--- src/rtc_map.svh ---
// Offsets, field positions, reset values and timing counts of the clock map
`ifndef RTC_MAP_SVH
`define RTC_MAP_SVH

// ----------------------------------------------------------------------
// Map layout
// ----------------------------------------------------------------------
`define RTC_OFS_SEC 6'h00
`define RTC_OFS_SEC_ALM 6'h01
`define RTC_OFS_MIN 6'h02
`define RTC_OFS_MIN_ALM 6'h03
`define RTC_OFS_HR 6'h04
`define RTC_OFS_HR_ALM 6'h05
`define RTC_OFS_WDAY 6'h06
`define RTC_OFS_DATE 6'h07
`define RTC_OFS_MONTH 6'h08
`define RTC_OFS_YEAR 6'h09
`define RTC_OFS_A 6'h0a
`define RTC_OFS_B 6'h0b
`define RTC_OFS_C 6'h0c
`define RTC_OFS_D 6'h0d
`define RTC_TIME_BYTES 10
`define RTC_RAM_FIRST 14
`define RTC_RAM_LAST 63

// ----------------------------------------------------------------------
// Control fields
// ----------------------------------------------------------------------
`define RTC_B_SET 7
`define RTC_B_AIE 5
`define RTC_B_UIE 4
`define RTC_B_SQ_EN 3
`define RTC_B_FMT 2
`define RTC_B_H24 1
`define RTC_DV_SLOW 3'h2
`define RTC_DONT_CARE 2'h3
`define RTC_A_RESET 7'h20
`define RTC_B_RESET 8'h02
`define RTC_D_VALUE 8'h80
`define RTC_UNDEF_DATA 8'hff

// ----------------------------------------------------------------------
// Timing
// ----------------------------------------------------------------------
`define RTC_CLK_HZ 10000000
`define RTC_LOCK_FAST_US 248
`define RTC_LOCK_SLOW_US 1948
`define RTC_SEC_CYCLES `RTC_CLK_HZ
`define RTC_LOCK_FAST_CYCLES (`RTC_LOCK_FAST_US * (`RTC_CLK_HZ / 1000000))
`define RTC_LOCK_SLOW_CYCLES (`RTC_LOCK_SLOW_US * (`RTC_CLK_HZ / 1000000))

`endif

--- src/rtc_pkg.sv ---
// Types and format helpers shared by the clock modules
`default_nettype none
package rtc_pkg;
    typedef enum logic [1:0] {UPD_IDLE, UPD_LOCK, UPD_APPLY} upd_state_t;

    // Byte in either format to a plain binary number
    function automatic logic [6:0] to_bin(input logic [7:0] v, input logic bin);
        logic [6:0] tens;
        tens = {3'h0, v[7:4]};
        return bin ? v[6:0] : 7'(tens * 7'h0a + {3'h0, v[3:0]});
    endfunction : to_bin

    // Plain binary number back to the selected format
    function automatic logic [7:0] from_bin(input logic [6:0] n, input logic bin);
        return bin ? {1'b0, n} : {4'(n / 7'h0a), 4'(n % 7'h0a)};
    endfunction : from_bin
endpackage : rtc_pkg
`default_nettype wire

--- src/rtc_field_step.sv ---
// One time field advanced by one step with wrap, in binary or BCD
`default_nettype none
module rtc_field_step
    import rtc_pkg::*;
(
    input wire logic [7:0] val,
    input wire logic bin,
    input wire logic [6:0] lo,
    input wire logic [6:0] hi,
    output logic [7:0] next,
    output logic wrap
);
    logic [6:0] b;

    // Work in binary so one limit pair serves both formats
    assign b = to_bin(val, bin);
    assign wrap = (b >= hi);
    assign next = from_bin(wrap ? lo : 7'(b + 7'h01), bin);
endmodule : rtc_field_step
`default_nettype wire

--- src/rtc_alarm_cmp.sv ---
// One alarm byte against its count byte, with the match-all code
`default_nettype none
`include "rtc_map.svh"
module rtc_alarm_cmp (
    input wire logic [7:0] alarm,
    input wire logic [7:0] count,
    output logic match
);
    assign match = (alarm[7:6] == `RTC_DONT_CARE) || (alarm == count);
endmodule : rtc_alarm_cmp
`default_nettype wire

--- src/rtc_core.sv ---
// Real-time clock core: time, calendar, alarm and RAM behind a multiplexed bus
//
// Behaviour
// [RQ1] Sixty-four bytes: time, control, fifty RAM
// [RQ2] Status, lockout and seconds top ignore writes
// [RQ3] Inhibit bit stops advancement; clearing resumes it
// [RQ4] Software inhibits, loads ten bytes, sets format
// [RQ5] Software keeps ten bytes in one format
// [RQ6] Advancement follows the selected data format
// [RQ7] Hour mode 12 or 24; PM top bit
// [RQ8] Software rewrites hours when hour mode changes
// [RQ9] Once per second advance; time reads undefined
// [RQ10] Lockout 248 or 1948 microseconds by base
// [RQ11] Hours, minutes, seconds match raises alarm
// [RQ12] Alarm byte with top bits set matches all
// [RQ13] Match-all codes give hourly, minutely, secondly alarms
// [RQ14] Field ranges: seconds through year limits
// [RQ15] General RAM accessible even during update
// [RQ16] Divider reset stops events; inhibit does not
// [RQ17] Held dividers leave time bytes as storage
// [RQ18] Bus lockout input blocks every access
// [RQ19] Flag read clears seen flags, keeps new
// [RQ20] Divider release gives first update half second later
// [RQ21] Carries through calendar with month lengths, leap
// [RQ22] Seconds top bit reads zero except while busy, when time bytes return all ones
`default_nettype none
`include "rtc_map.svh"
module rtc_core
    import rtc_pkg::*;
#(
    parameter int unsigned SEC_CYCLES = `RTC_SEC_CYCLES,
    parameter int unsigned LOCK_SLOW_CYCLES = `RTC_LOCK_SLOW_CYCLES
) (
    input wire logic CLK,
    input wire logic RESET,
    input wire logic AS,
    input wire logic DS,
    input wire logic RW,
    input wire logic CS_N,
    input wire logic BUS_LOCKOUT_INPUT_N,
    input wire logic [7:0] AD_IN,
    output logic [7:0] AD_OUT,
    output logic AD_OE,
    output logic IRQ_N,
    output logic SQUARE_WAVE_OUTPUT
);
    // ------------------------------------------------------------------
    // Storage
    // ------------------------------------------------------------------
    logic [7:0] time_mem [0:`RTC_TIME_BYTES-1];
    logic [7:0] ram_mem [`RTC_RAM_FIRST:`RTC_RAM_LAST];
    logic [6:0] reg_a_reg;
    logic [7:0] reg_b_reg;
    logic alarm_flag_reg;
    logic update_flag_reg;

    // ------------------------------------------------------------------
    // Bus front end
    // ------------------------------------------------------------------
    logic as_d_reg;
    logic ds_d_reg;
    logic [7:0] ad_d_reg;
    logic [5:0] addr_reg;
    logic access_ok;
    logic as_fall;
    logic ds_fall;
    logic wr_stb;
    logic rd_end;
    logic [7:0] rd_mux;

    // [RQ18] Lockout gates strobes
    assign access_ok = !CS_N && BUS_LOCKOUT_INPUT_N;
    assign as_fall = as_d_reg && !AS && access_ok;
    assign ds_fall = ds_d_reg && !DS && access_ok;
    assign wr_stb = ds_fall && !RW;
    assign rd_end = ds_fall && RW;
    assign AD_OE = DS && RW && access_ok;

    always_ff @(posedge CLK or posedge RESET) begin
        if (RESET) begin
            as_d_reg <= 1'b0;
            ds_d_reg <= 1'b0;
            ad_d_reg <= 8'h00;
        end else begin
            as_d_reg <= AS;
            ds_d_reg <= DS;
            ad_d_reg <= AD_IN;
        end
    end

    // Address is taken on the falling address strobe
    always_ff @(posedge CLK or posedge RESET) begin
        if (RESET) begin
            addr_reg <= 6'h00;
        end else if (as_fall) begin
            addr_reg <= AD_IN[5:0];
        end
    end

    // ------------------------------------------------------------------
    // Divider chain and update sequencer
    // ------------------------------------------------------------------
    logic [23:0] pre_reg;
    logic div_reset;
    logic tick;
    logic set_bit;
    logic fmt_bin;
    logic [14:0] lock_cnt_reg;
    logic [14:0] lock_len;
    upd_state_t upd_state_reg;
    logic upd_busy;
    logic apply;

    assign div_reset = (reg_a_reg[6:5] == 2'h3);
    assign set_bit = reg_b_reg[`RTC_B_SET];
    assign fmt_bin = reg_b_reg[`RTC_B_FMT];
    // [RQ16] No second ticks while the divider is held
    assign tick = !div_reset && (pre_reg == 24'(SEC_CYCLES - 1));
    assign upd_busy = (upd_state_reg != UPD_IDLE);
    assign apply = (upd_state_reg == UPD_APPLY);
    // [RQ10] Lockout length by time base
    assign lock_len = (reg_a_reg[6:4] == `RTC_DV_SLOW) ? 15'(LOCK_SLOW_CYCLES - 1)
                                                      : 15'(`RTC_LOCK_FAST_CYCLES - 1);

    // [RQ20] Held divider parks at mid-second
    always_ff @(posedge CLK or posedge RESET) begin
        if (RESET) begin
            pre_reg <= 24'(SEC_CYCLES / 2);
        end else if (div_reset) begin
            pre_reg <= 24'(SEC_CYCLES / 2);
        end else if (tick) begin
            pre_reg <= 24'h000000;
        end else begin
            pre_reg <= pre_reg + 24'h000001;
        end
    end

    // [RQ3] Inhibit blocks and aborts an update
    always_ff @(posedge CLK or posedge RESET) begin
        if (RESET) begin
            upd_state_reg <= UPD_IDLE;
            lock_cnt_reg <= 15'h0000;
        end else begin
            case (upd_state_reg)
                UPD_IDLE: begin
                    // [RQ9] One update per second tick
                    if (tick && !set_bit) begin
                        upd_state_reg <= UPD_LOCK;
                        lock_cnt_reg <= lock_len;
                    end
                end
                UPD_LOCK: begin
                    if (set_bit) begin
                        upd_state_reg <= UPD_IDLE;
                    end else if (lock_cnt_reg == 15'h0000) begin
                        upd_state_reg <= UPD_APPLY;
                    end else begin
                        lock_cnt_reg <= lock_cnt_reg - 15'h0001;
                    end
                end
                UPD_APPLY: begin
                    upd_state_reg <= UPD_IDLE;
                end
                default: begin
                    upd_state_reg <= UPD_IDLE;
                end
            endcase
        end
    end

    // ------------------------------------------------------------------
    // Time advance
    // ------------------------------------------------------------------
    logic [7:0] sec_next;
    logic [7:0] min_next;
    logic [7:0] wday_next;
    logic [7:0] date_next;
    logic [7:0] month_next;
    logic [7:0] year_next;
    logic sec_wrap;
    logic min_wrap;
    logic date_wrap;
    logic month_wrap;
    logic [7:0] hr_next;
    logic day_carry;
    logic [6:0] dim;
    logic [6:0] month_b;
    logic [6:0] year_b;
    logic [7:0] n_sec;
    logic [7:0] n_min;
    logic [7:0] n_hr;

    // [RQ14] Field limits
    rtc_field_step u_sec (.val(time_mem[0]), .bin(fmt_bin), .lo(7'd0), .hi(7'd59),
        .next(sec_next), .wrap(sec_wrap));
    rtc_field_step u_min (.val(time_mem[2]), .bin(fmt_bin), .lo(7'd0), .hi(7'd59),
        .next(min_next), .wrap(min_wrap));
    rtc_field_step u_wday (.val(time_mem[6]), .bin(fmt_bin), .lo(7'd1), .hi(7'd7),
        .next(wday_next), .wrap());
    rtc_field_step u_date (.val(time_mem[7]), .bin(fmt_bin), .lo(7'd1), .hi(dim),
        .next(date_next), .wrap(date_wrap));
    rtc_field_step u_month (.val(time_mem[8]), .bin(fmt_bin), .lo(7'd1), .hi(7'd12),
        .next(month_next), .wrap(month_wrap));
    rtc_field_step u_year (.val(time_mem[9]), .bin(fmt_bin), .lo(7'd0), .hi(7'd99),
        .next(year_next), .wrap());

    // [RQ21] Month length and leap year; year 00 counts as leap
    assign month_b = to_bin(time_mem[8], fmt_bin);
    assign year_b = to_bin(time_mem[9], fmt_bin);
    always_comb begin
        dim = 7'd31;
        if (month_b == 7'd2) begin
            dim = (year_b[1:0] == 2'h0) ? 7'd29 : 7'd28;
        end else if (month_b == 7'd4 || month_b == 7'd6 || month_b == 7'd9 || month_b == 7'd11) begin
            dim = 7'd30;
        end
    end

    // [RQ7] Hour step in 12 or 24 hour mode
    always_comb begin
        logic [6:0] hb;
        logic [7:0] enc;
        hb = to_bin({1'b0, time_mem[4][6:0]}, fmt_bin);
        enc = 8'h00;
        hr_next = 8'h00;
        day_carry = 1'b0;
        if (reg_b_reg[`RTC_B_H24]) begin
            day_carry = (hb >= 7'd23);
            hr_next = from_bin(day_carry ? 7'd0 : 7'(hb + 7'd1), fmt_bin);
        end else begin
            enc = from_bin((hb >= 7'd12) ? 7'd1 : 7'(hb + 7'd1), fmt_bin);
            day_carry = (hb == 7'd11) && time_mem[4][7];
            hr_next = {time_mem[4][7] ^ (hb == 7'd11), enc[6:0]};
        end
    end

    // [RQ6] Carries chain in the chosen format
    assign n_sec = sec_next;
    assign n_min = sec_wrap ? min_next : time_mem[2];
    assign n_hr = (sec_wrap && min_wrap) ? hr_next : time_mem[4];

    // [RQ17] Time bytes change only by writes or updates
    always_ff @(posedge CLK) begin
        if (apply) begin
            time_mem[0] <= n_sec;
            time_mem[2] <= n_min;
            time_mem[4] <= n_hr;
            if (sec_wrap && min_wrap && day_carry) begin
                time_mem[6] <= wday_next;
                time_mem[7] <= date_next;
                if (date_wrap) begin
                    time_mem[8] <= month_next;
                    if (month_wrap) begin
                        time_mem[9] <= year_next;
                    end
                end
            end
        end else if (wr_stb && addr_reg < 6'(`RTC_TIME_BYTES)) begin
            // [RQ22] Seconds top bit reads zero
            // [RQ2] Seconds top bit is not storable
            if (addr_reg == `RTC_OFS_SEC) begin
                time_mem[0] <= {1'b0, ad_d_reg[6:0]};
            end else begin
                time_mem[addr_reg[3:0]] <= ad_d_reg;
            end
        end
    end

    // [RQ15] RAM bytes never locked out
    always_ff @(posedge CLK) begin
        if (wr_stb && addr_reg >= 6'(`RTC_RAM_FIRST)) begin
            ram_mem[addr_reg] <= ad_d_reg;
        end
    end

    // ------------------------------------------------------------------
    // Alarm
    // ------------------------------------------------------------------
    logic sec_hit;
    logic min_hit;
    logic hr_hit;
    logic alarm_hit;

    // [RQ12] Match-all code per byte
    rtc_alarm_cmp u_sec_alm (.alarm(time_mem[1]), .count(n_sec), .match(sec_hit));
    rtc_alarm_cmp u_min_alm (.alarm(time_mem[3]), .count(n_min), .match(min_hit));
    rtc_alarm_cmp u_hr_alm (.alarm(time_mem[5]), .count(n_hr), .match(hr_hit));
    // [RQ13] All three must agree
    assign alarm_hit = sec_hit && min_hit && hr_hit;

    // ------------------------------------------------------------------
    // Control registers and flags
    // ------------------------------------------------------------------
    logic c_read;
    logic [7:0] clr_mask;
    logic irq_flag;

    always_ff @(posedge CLK or posedge RESET) begin
        if (RESET) begin
            reg_a_reg <= `RTC_A_RESET;
            reg_b_reg <= `RTC_B_RESET;
        end else if (wr_stb) begin
            // [RQ2] Busy bit of A is not written
            if (addr_reg == `RTC_OFS_A) begin
                reg_a_reg <= ad_d_reg[6:0];
            end
            if (addr_reg == `RTC_OFS_B) begin
                reg_b_reg <= ad_d_reg;
            end
        end
    end

    // [RQ19] Clear what was shown; new events win
    assign c_read = rd_end && (addr_reg == `RTC_OFS_C);
    assign clr_mask = c_read ? AD_OUT : 8'h00;
    always_ff @(posedge CLK or posedge RESET) begin
        if (RESET) begin
            alarm_flag_reg <= 1'b0;
            update_flag_reg <= 1'b0;
        end else begin
            // [RQ11] Flag set on matching update
            alarm_flag_reg <= (alarm_flag_reg && !clr_mask[5]) || (apply && alarm_hit);
            update_flag_reg <= (update_flag_reg && !clr_mask[4]) || apply;
        end
    end

    // [RQ11] Interrupt only with its enable
    assign irq_flag = (alarm_flag_reg && reg_b_reg[`RTC_B_AIE])
                   || (update_flag_reg && reg_b_reg[`RTC_B_UIE]);

    // ------------------------------------------------------------------
    // Read path
    // ------------------------------------------------------------------
    // [RQ1] Full sixty-four byte decode
    always_comb begin
        rd_mux = 8'h00;
        if (addr_reg < 6'(`RTC_TIME_BYTES)) begin
            // [RQ9] Time bytes undefined while busy
            rd_mux = upd_busy ? `RTC_UNDEF_DATA : time_mem[addr_reg[3:0]];
        end else if (addr_reg == `RTC_OFS_A) begin
            rd_mux = {upd_busy, reg_a_reg};
        end else if (addr_reg == `RTC_OFS_B) begin
            rd_mux = reg_b_reg;
        end else if (addr_reg == `RTC_OFS_C) begin
            rd_mux = {irq_flag, 1'b0, alarm_flag_reg, update_flag_reg, 4'h0};
        end else if (addr_reg == `RTC_OFS_D) begin
            rd_mux = `RTC_D_VALUE;
        end else begin
            rd_mux = ram_mem[addr_reg];
        end
    end

    // Frozen from the strobe's rise so the flag snapshot stays stable
    always_ff @(posedge CLK or posedge RESET) begin
        if (RESET) begin
            AD_OUT <= 8'h00;
        end else if (!DS) begin
            AD_OUT <= rd_mux;
        end
    end

    // ------------------------------------------------------------------
    // Pins
    // ------------------------------------------------------------------
    // [RQ16] Square wave stops with the divider, not with inhibit
    always_ff @(posedge CLK or posedge RESET) begin
        if (RESET) begin
            SQUARE_WAVE_OUTPUT <= 1'b0;
            IRQ_N <= 1'b1;
        end else begin
            SQUARE_WAVE_OUTPUT <= reg_b_reg[`RTC_B_SQ_EN] && !div_reset && (pre_reg < 24'(SEC_CYCLES / 2));
            IRQ_N <= !irq_flag;
        end
    end
endmodule : rtc_core
`default_nettype wire

--- config.mk ---
export PLATFORM = sky130hd
export DESIGN_NAME = rtc_core
export DESIGN_NICKNAME = d
export VERILOG_FILES = /design/src/rtc_pkg.sv /design/src/rtc_field_step.sv /design/src/rtc_alarm_cmp.sv /design/src/rtc_core.sv
export VERILOG_INCLUDE_DIRS = /design/src
export SDC_FILE = /design/constraint.sdc
export NUM_CORES = 1
export LEC_CHECK = 0
export ABC_AREA = 1
export BUFFER_PORTS_ARGS = -buffer_cell sky130_fd_sc_hd__buf_2
export CORE_MARGIN = 3
export CORE_UTILIZATION = 30
export DETAILED_ROUTE_END_ITERATION = 8
export MAX_ROUTING_LAYER = met4
export PLACE_DENSITY = 0.52
export SYNTH_ARGS = -nofsm -noshare
export SYNTH_HDL_FRONTEND = slang
export SYNTH_HIERARCHICAL = 1
export SYNTH_SLANG_ARGS = --single-unit
--- constraint.sdc ---
create_clock -name CLK -period 7.07 [get_ports CLK]
set_input_delay 1.0605 -clock CLK [delete_from_list [all_inputs] [get_ports CLK]]
set_output_delay 1.0605 -clock CLK [all_outputs]
set_load 0.01 [all_outputs]
Word level (Yosys, flattened, before mapping) --
Memories as Yosys holds them, arrays and structs flattened. Index checks and enable logic that the tools add are counted.
Word-level totals: memory bits (read-only) 0, RAM bits 480, bits in registers 84, word-level logic and storage cells 224, memories 2, bits of input ports 15, latch bits 0, output and inout port bits 11
Cells by class: order comparisons 11, div/mod/pow operators 16, $add $sub $neg 16, reductions and logical operators 55, bitwise operators 2, multipliers 7, muxes and demuxes 76, equal/unequal tests 25, shifts and indexed selects 0
Memory list:
- ram_mem | words 50, width 8, rd ports 1, clocked after Yosys merged registers in 0, write ports 1, RTL line rtc_core.sv:51 | logic [7:0] ram_mem [`RTC_RAM_FIRST:`RTC_RAM_LAST];
- time_mem | words 10, width 8, rd ports 11, clocked after Yosys merged registers in 0, write ports 7, RTL line rtc_core.sv:50 | logic [7:0] time_mem [0:`RTC_TIME_BYTES-1];
Operator list (count):
- $mux 8 | 18
- $mux 7 | 16
- $mux 15 | 4
- $div 7x4->7 const B | 8
- $mod 7x4->7 const B | 8
- $add 7x1->7 const B | 7
- $add 7x4->7 | 7
- $mux 24 | 2
- $mul 4x3->6 const B | 6
- $pmux 15 s2 | 1
- $mux 1 | 28
- $logic_and 1x1->1 | 26
- $add 24x1->24 const B | 1
- $eq 24x24->1 const B | 1
- $eq 6x4->1 const B | 4
- $eq 8x8->1 | 3
- $lt 24x23->1 const B | 1
- $eq 7x4->1 const B | 3
- $logic_not 15->1 | 1
- $sub 15x1->15 const B | 1
- $eq 7x3->1 const B | 2
- $ge 7x4->1 const B | 2
- $ge 7x6->1 const B | 2
- $eq 2x2->1 const B | 5
- 26 further kinds | 51

Depth between registers and ports, before layout --
Gate-level depths: netlist of run 1. An unclocked memory read counts as a cell.
word-level depth 15, gate-level depth with buffers 49, depth with buffers taken out 49

Hierarchy --
Netlist of run 1, hierarchy kept.
Modules (own cells, without submodules):
- rtc_core | cells an instance 2186, area an instance 26008.7 um^2, instances 1, seq. area each 17850.9 um^2
- rtc_field_step at u_date ... | cells an instance 199, area an instance 1171.1 um^2, instances 5, seq. area each 0.0 um^2
- rtc_field_step at u_year | cells an instance 200, area an instance 1209.9 um^2, instances 1, seq. area each 0.0 um^2
- rtc_alarm_cmp | cells an instance 33, area an instance 143.9 um^2, instances 3, seq. area each 0.0 um^2

Worst setup path before layout of run 1 --
OpenSTA, ideal clock, no wires.
path type register to register, from mem time_mem[2][5], to mem time_mem[6][1], data pin, data arrival time 5.171 ns, data required time 6.808 ns, path buffers 0, stages on the path, launching flop included 42, slack 1.637 ns, period minus slack after synthesis 5.433 ns, setup time 0.262 ns, cells stage by stage edfxtp_1 > ha_1 > ha_1 > fa_1 > nand2_1 > nor2_1 > nand2_1 > nand2_1 > nand2_1 > nand2_1 > a21oi_2 > ha_1 > nand2_1 > nor2_1 > nand2_1 > nand3_2 > inv_4 > or2_1 > [6 not listed] > or2_1 > nand2_2 > nand3_1 > nand2_1 > inv_2 > ha_1 > inv_1 > nand3_2 > nand3_2 > nand2_1 > nand2_1 > nand2_1 > mux2i_1 > inv_1 > nand2_1 > o21ai_0 > inv_1 > o21ai_0
RTL lines (RTL line):
- start: declaration | rtc_core.sv:50

==> flow_summary.ini, run 1 <==
[yosys]
synth_cells = 3480
synth_top_family_by_area = simple AND/OR/NAND/NOR gates
yosysMostFrequentCell = nand2_1
yosys.area_share.adder = 0.05228
async_reset_ff_frac = 0.1382
synth-main-ff-cell = edfxtp_1
synth_compound_area_frac = 0.1182
synth-seq-cells = 608
synth_xor_area_frac = 0.01072
synth_area_per_cell_um2 = 9.628
ys_top_cells_by_count = nand2_1 (825), edfxtp_1 (524), inv_1 (313), nor2_1 (215), nand3_1 (206)
synth.area.top_cells = edfxtp_1 (47%), nand2_1 (9.2%), dfrtp_1 (5.5%), ha_1 (4.3%), a22oi_1 (4.0%)
yosys.cell_types.count = 68
synth_mux_area_frac = 0.002763
synth_seq_area_share = 0.5328
synth_edf_count = 524
synth_top_area_frac = 0.4696
yosys_warnings = 6
synth.largest_area_cell = edfxtp_1
synth_area_um2 = 33510
yosys.area_share.simple = 0.2237

[setup_path]
r2r_start = time_mem[2][5]
crit_path_start_kind = flip-flop
setup.worst_path.end_class = flip-flop
reg2reg_to = time_mem[9][4]
cp_data_required_time_ns = 7.52
max_stage_delay_ns = 0.54
cpMaxStageDelayCell = fa_1
r2r_cells = 40
critPathMaxFanout = 12
cpMostUsedCell = nand2_1
r2r_setup_slack_ns = 0.66
crit_type = flip-flop to flip-flop
cp.arrival_ns = 6.86

[cts]
clk_latency_ns = 0.62
postCtsSetupRepairBufs = 0
clockRootBuffer = clkbuf_16
clock_sinks = 608
path_clk_slew_ns = 0.06
cts_tree = built
cts-buffers-inserted = 67
htree_num_levels = 3
cts.repair.resized = 0
cts_buffer_depth = 3
cts_hold_buf = 0

[power_and_ir_drop]
p_int_uw = 6532
comb_power_share = 0.189
swShare = 0.3014
p_sw_uw = 2818
power.density_nw_per_um2 = 247.0
leakage_uw = 0.01516
vdd_drop_max_mv = 0.1545
clkPwrFrac = 0.375
p_seq_frac = 0.437

[grt]
grt_overflow_total = 0
grt_antenna_before_repair = 3
grt_pass1_wl_um = 141300
grt_max_degree = 70
grt_pass1_vias = 23370
gr-usage-all-layers = 0.1611

[floorplan]
initial_core_util = 0.3048
dieArea_um2 = 115700
die_w_um = 340.2
num_rows = 121
die_h_um = 340.2
io_pins = 26
coreArea_um2 = 109900

[sta]
rsz0062_at_grt = no
hold_viol = 0
relSlewSlack = 0.2351
worst_pin_slew_ns = 1.140
setup_ws_ns = 0.6595
period_needed_ns = 6.411
fmax_ghz = 0.1560
drv_slew = 0
setup_tns_ns = 0
finalCritPeriodShare = 0.9067
fin_skew_ns = 0.02358
setup-violations-final = 0

[routing]
first_iter_violations = 1914
routed_wl_um = 92220
detail_route.wl_per_cell_um = 17.91
vias = 24890
vias_per_cell = 4.834
postRouteAntennaNets = 0
wl_met3_um = 5676
drc = 0
highest_layer = met4
drt_pass1_iterations = 5
wl_met2_um = 40980
met1_length_um = 43450

[final_layout]
largest_reg_flops = 400
syn_to_final_growth_pct = 12.97
nFillCells = 11280
ff_latch_area_um2 = 17860
drive_gt1_frac = 0.1318
fin_nets = 3764
multi_input_area_um2 = 14160

[placement]
gp_congestion = 0.8681
port_buffers = 25
dp_slack_ns = 0.6816
place_hpwl_um = 62210

[flow_run]
maxCapViolCount = 0

[status]
status = complete, no violations

[hold_path]
hp-class = input pin to async pin
how the worst max path moves through the flow:
stage | slack [ns] | cells past startpoint | endpoint | startpoint
finish | 0.66 | 40 | time_mem[9][4] | time_mem[2][5]
global route | 0.02 | 40 | time_mem[9][4] | time_mem[2][5]
CTS | 0.66 | 40 | time_mem[9][4] | time_mem[2][5]
detailed placement | 0.68 | 40 | time_mem[7][4] | time_mem[2][5]
global placement | 0.81 | 40 | time_mem[9][4] | time_mem[2][5]
floorplan | 1.64 | 41 | time_mem[6][1] | time_mem[2][5]
metal layers:
| layer | vias to the layer above | track usage |
|---|---|---|
| li1 | 12270 | - |
| met1 | 11860 | 0.2232 |
| met2 | 637 | 0.2423 |
| met3 | 128 | 0.03053 |
| met4 | 0 | 0.04150 |
| met5 | - | - |
kinds of logic (layout without fill, tap and decap cells):
kind of cell	after synthesis	after routing
AO/OA/AOI/OAI	637	637
XOR/XNOR	41	41
adder cells (fa/ha/maj)	131	131
buffers and inverters	478	545
flip-flops	608	608
multiplexers	9	9
other	2	128
AND/OR/NAND/NOR	1574	1574
through the flow:
step           power, µW  hold WS, ns    util  area, µm²  std cells
2_1_floorplan       5299       0.4479       -      33970       3604
3_3_place_gp        5909       0.4718  0.3244      35660       5025
3_5_place_dp        5913       0.4736  0.3244      35660       5025
4_1_cts             9421       0.4195  0.3443      37850       5147
5_1_grt             9771       0.4535  0.3443      37850       5148
6_report            9350       0.4279  0.3444      37850       5149
worst max-delay path, delay by kind of cell (launching register included):
kind	cells	cell delay [ns]
simple gates	24	2.48
fa+ha+maj	5	1.61
compound gates	4	0.90
buf+inv	6	0.64
flops	1	0.51
mux	1	0.08
layout make-up:
class | count | share of cell area
diodes | 2 | 0.0001322
clock buffers | 81 | 0.04760
clock inverters | 41 | 0.01015
inverters | 367 | 0.03686
multi-input cells | 2518 | 0.3741
flip-flops and latches | 608 | 0.4720
well taps | 1476 | 0.04879
repair buffers | 56 | 0.01045
cell usage in the layout (no fill, tap or decap), types with 11 or more instances in the layout:
| cell type | n |
|---|---|
| clkinv_1 | 15 |
| ha_1 | 116 |
| nor3_1 | 16 |
| clkinv_2 | 11 |
| nand3_2 | 63 |
| a31oi_1 | 18 |
| nand3_1 | 206 |
| a22oi_1 | 177 |
| conb_1 | 126 |
| nand3b_1 | 11 |
| buf_4 | 28 |
| o21ai_2 | 16 |
| nor2_4 | 16 |
| edfxtp_1 | 524 |
| inv_2 | 45 |
| a221oi_1 | 11 |
| nor2_1 | 212 |
| clkbuf_16 | 69 |
| dfstp_2 | 11 |
| nand4_1 | 54 |
| inv_1 | 312 |
| o21ai_0 | 164 |
| nand2_2 | 81 |
| nand2_1 | 824 |
| a21oi_1 | 122 |
| fa_1 | 15 |
| nand2_4 | 21 |
| dfrtp_1 | 63 |
| buf_2 | 25 |
| xnor2_1 | 33 |
| o21ai_1 | 63 |
| or2_1 | 14 |
| nor2_2 | 20 |
power groups by stage:
stage | Sequential (µW) | Clock, µW | Combinational, µW
finish | 4080 | 3500 | 1770
global route | 4090 | 3720 | 1960
CTS | 4080 | 3570 | 1760
detailed placement | 4160 | 0 | 1760
global placement | 4160 | 0 | 1750
floorplan | 4120 | 0 | 1180
Note: power is estimated with default switching activity, not from simulation.
==> run 2: changes to the inputs <==
- CORE_MARGIN: 3 -> 2
- HOLD_SLACK_MARGIN: default -> 0.12
==> flow_summary.ini, run 2 (synthesis gave the netlist of run 1 again) <==
[sta]
setup_tns_ns = 0
fmax_ghz = 0.1612
drv_slew = 0
period_needed_ns = 6.204
relSlewSlack = 0.1573
finalCritPeriodShare = 0.8775
worst_pin_slew_ns = 1.254
rsz0062_at_grt = no
fin_skew_ns = 0.02085
hold_viol = 0
setup-violations-final = 0

[cts]
clk_latency_ns = 0.61
postCtsSetupRepairBufs = 0
clockRootBuffer = clkbuf_16
htree_num_levels = 3
cts_tree = built
cts_buffer_depth = 3
clock_sinks = 608
cts-buffers-inserted = 69
cts.repair.resized = 0
path_clk_slew_ns = 0.06
cts_hold_buf = 0

[final_layout]
ff_latch_area_um2 = 17860
layout_commonest_cell = nand2_1
fin_util = 0.3430
syn_to_final_growth_pct = 13.28
nFillCells = 11320
mostFrequentLayoutCells = nand2_1 (825), edfxtp_1 (524), inv_1 (312)
fin_nets = 3773
multi_input_area_um2 = 14160
final_cells = 5171
largest_reg_flops = 400
design_area_um2 = 37960
drive_gt1_frac = 0.1328

[setup_path]
crit_type = flip-flop to flip-flop
crit_path_start_kind = flip-flop
cp.arrival_ns = 6.66
critPathMaxFanout = 12
setup.worst_path.end_class = flip-flop
r2r_cells = 43
cpMaxStageDelayCell = fa_1
cpMostUsedCell = nand2_1
cp_data_required_time_ns = 7.52
max_stage_delay_ns = 0.53

[routing]
vias = 24960
first_iter_violations = 1913
met1_length_um = 43940
wl_met3_um = 5272
highest_layer = met4
drt_pass1_iterations = 5
detail_route.wl_per_cell_um = 17.92
postRouteAntennaNets = 0
drc = 0
vias_per_cell = 4.827
wl_met2_um = 41310
routed_wl_um = 92680

[placement]
gp_congestion = 0.8539
place_hpwl_um = 62490
port_buffers = 25
placed_cell_area_um2 = 35700
dpl.cell_count = 5044

[grt]
grt_antenna_before_repair = 4
grt_pass1_wl_um = 142500
grt_max_degree = 96
gr-usage-all-layers = 0.1633
grt_pass1_vias = 23900
grt_overflow_total = 0

[hold_path]
hp-class = input pin to async pin

[floorplan]
die_w_um = 338.2
num_rows = 122
dieArea_um2 = 114400
initial_core_util = 0.3028
io_pins = 26
die_h_um = 338.2
coreArea_um2 = 110700

[power_and_ir_drop]
total_power_uw = 9410
vdd_drop_max_mv = 0.1539
power.density_nw_per_um2 = 247.9
leakage_uw = 0.01520

[status]
status = complete, no violations

[flow_run]
maxCapViolCount = 0
## run 2: where the power goes
group	switching (µW)	internal (µW)	total [µW]
Clock	1480	2100	3580
Sequential	107	4000	4110
Combinational	1210	514	1720
Total	2790	6620	9410
## run 2: worst max-delay path: cells and delay by family (launching register included)
kind,cells,cell delay (ns)
buffers and inverters,7,0.67
multiplexers,1,0.08
AO/OA/AOI/OAI,3,0.69
AND/OR/NAND/NOR,27,2.45
flip-flops,1,0.51
adder cells (fa/ha/maj),5,1.60
## run 2: cell type report
cell class,instances,area share
repair buffers,63,0.01114
multi-input cells,2518,0.3730
clock buffers,89,0.05050
well taps,1488,0.04905
inverters,367,0.03676
flip-flops and latches,608,0.4706
clock inverters,36,0.008802
diodes,2,0.0001319
## run 2: final timing paths
| path | slack [ns] | start | end |
|---|---|---|---|
| max | 0.87 | time_mem[2][5] | time_mem[9][2] |
| min | 0.41 | RESET | ad_d_reg[6] |
| max reg2reg | 0.87 | time_mem[2][5] | time_mem[9][2] |
| min reg2reg | 0.49 | reg_a_reg[0] | reg_a_reg[0] |
| max in group asynchronous | 5.36 | RESET | ad_d_reg[4] |
| min in group CLK | 0.49 | reg_a_reg[0] | reg_a_reg[0] |
## run 2: stage by stage
| step | setup slack (ns) | hold slack [ns] |
|---|---|---|
| global route | 0.1493 | 0.4201 |
| finish | 0.8659 | 0.4067 |
| floorplan | 1.637 | 0.4479 |
| detailed placement | 0.8911 | 0.4716 |
| CTS | 0.8552 | 0.3957 |
| global placement | 0.9533 | 0.4697 |
## run 2: metal layers
layer	track usage	vias up
met2	0.2456	567
met1	0.2251	11970
met4	0.04669	0
li1	-	12290
met3	0.02853	140
met5	-	-
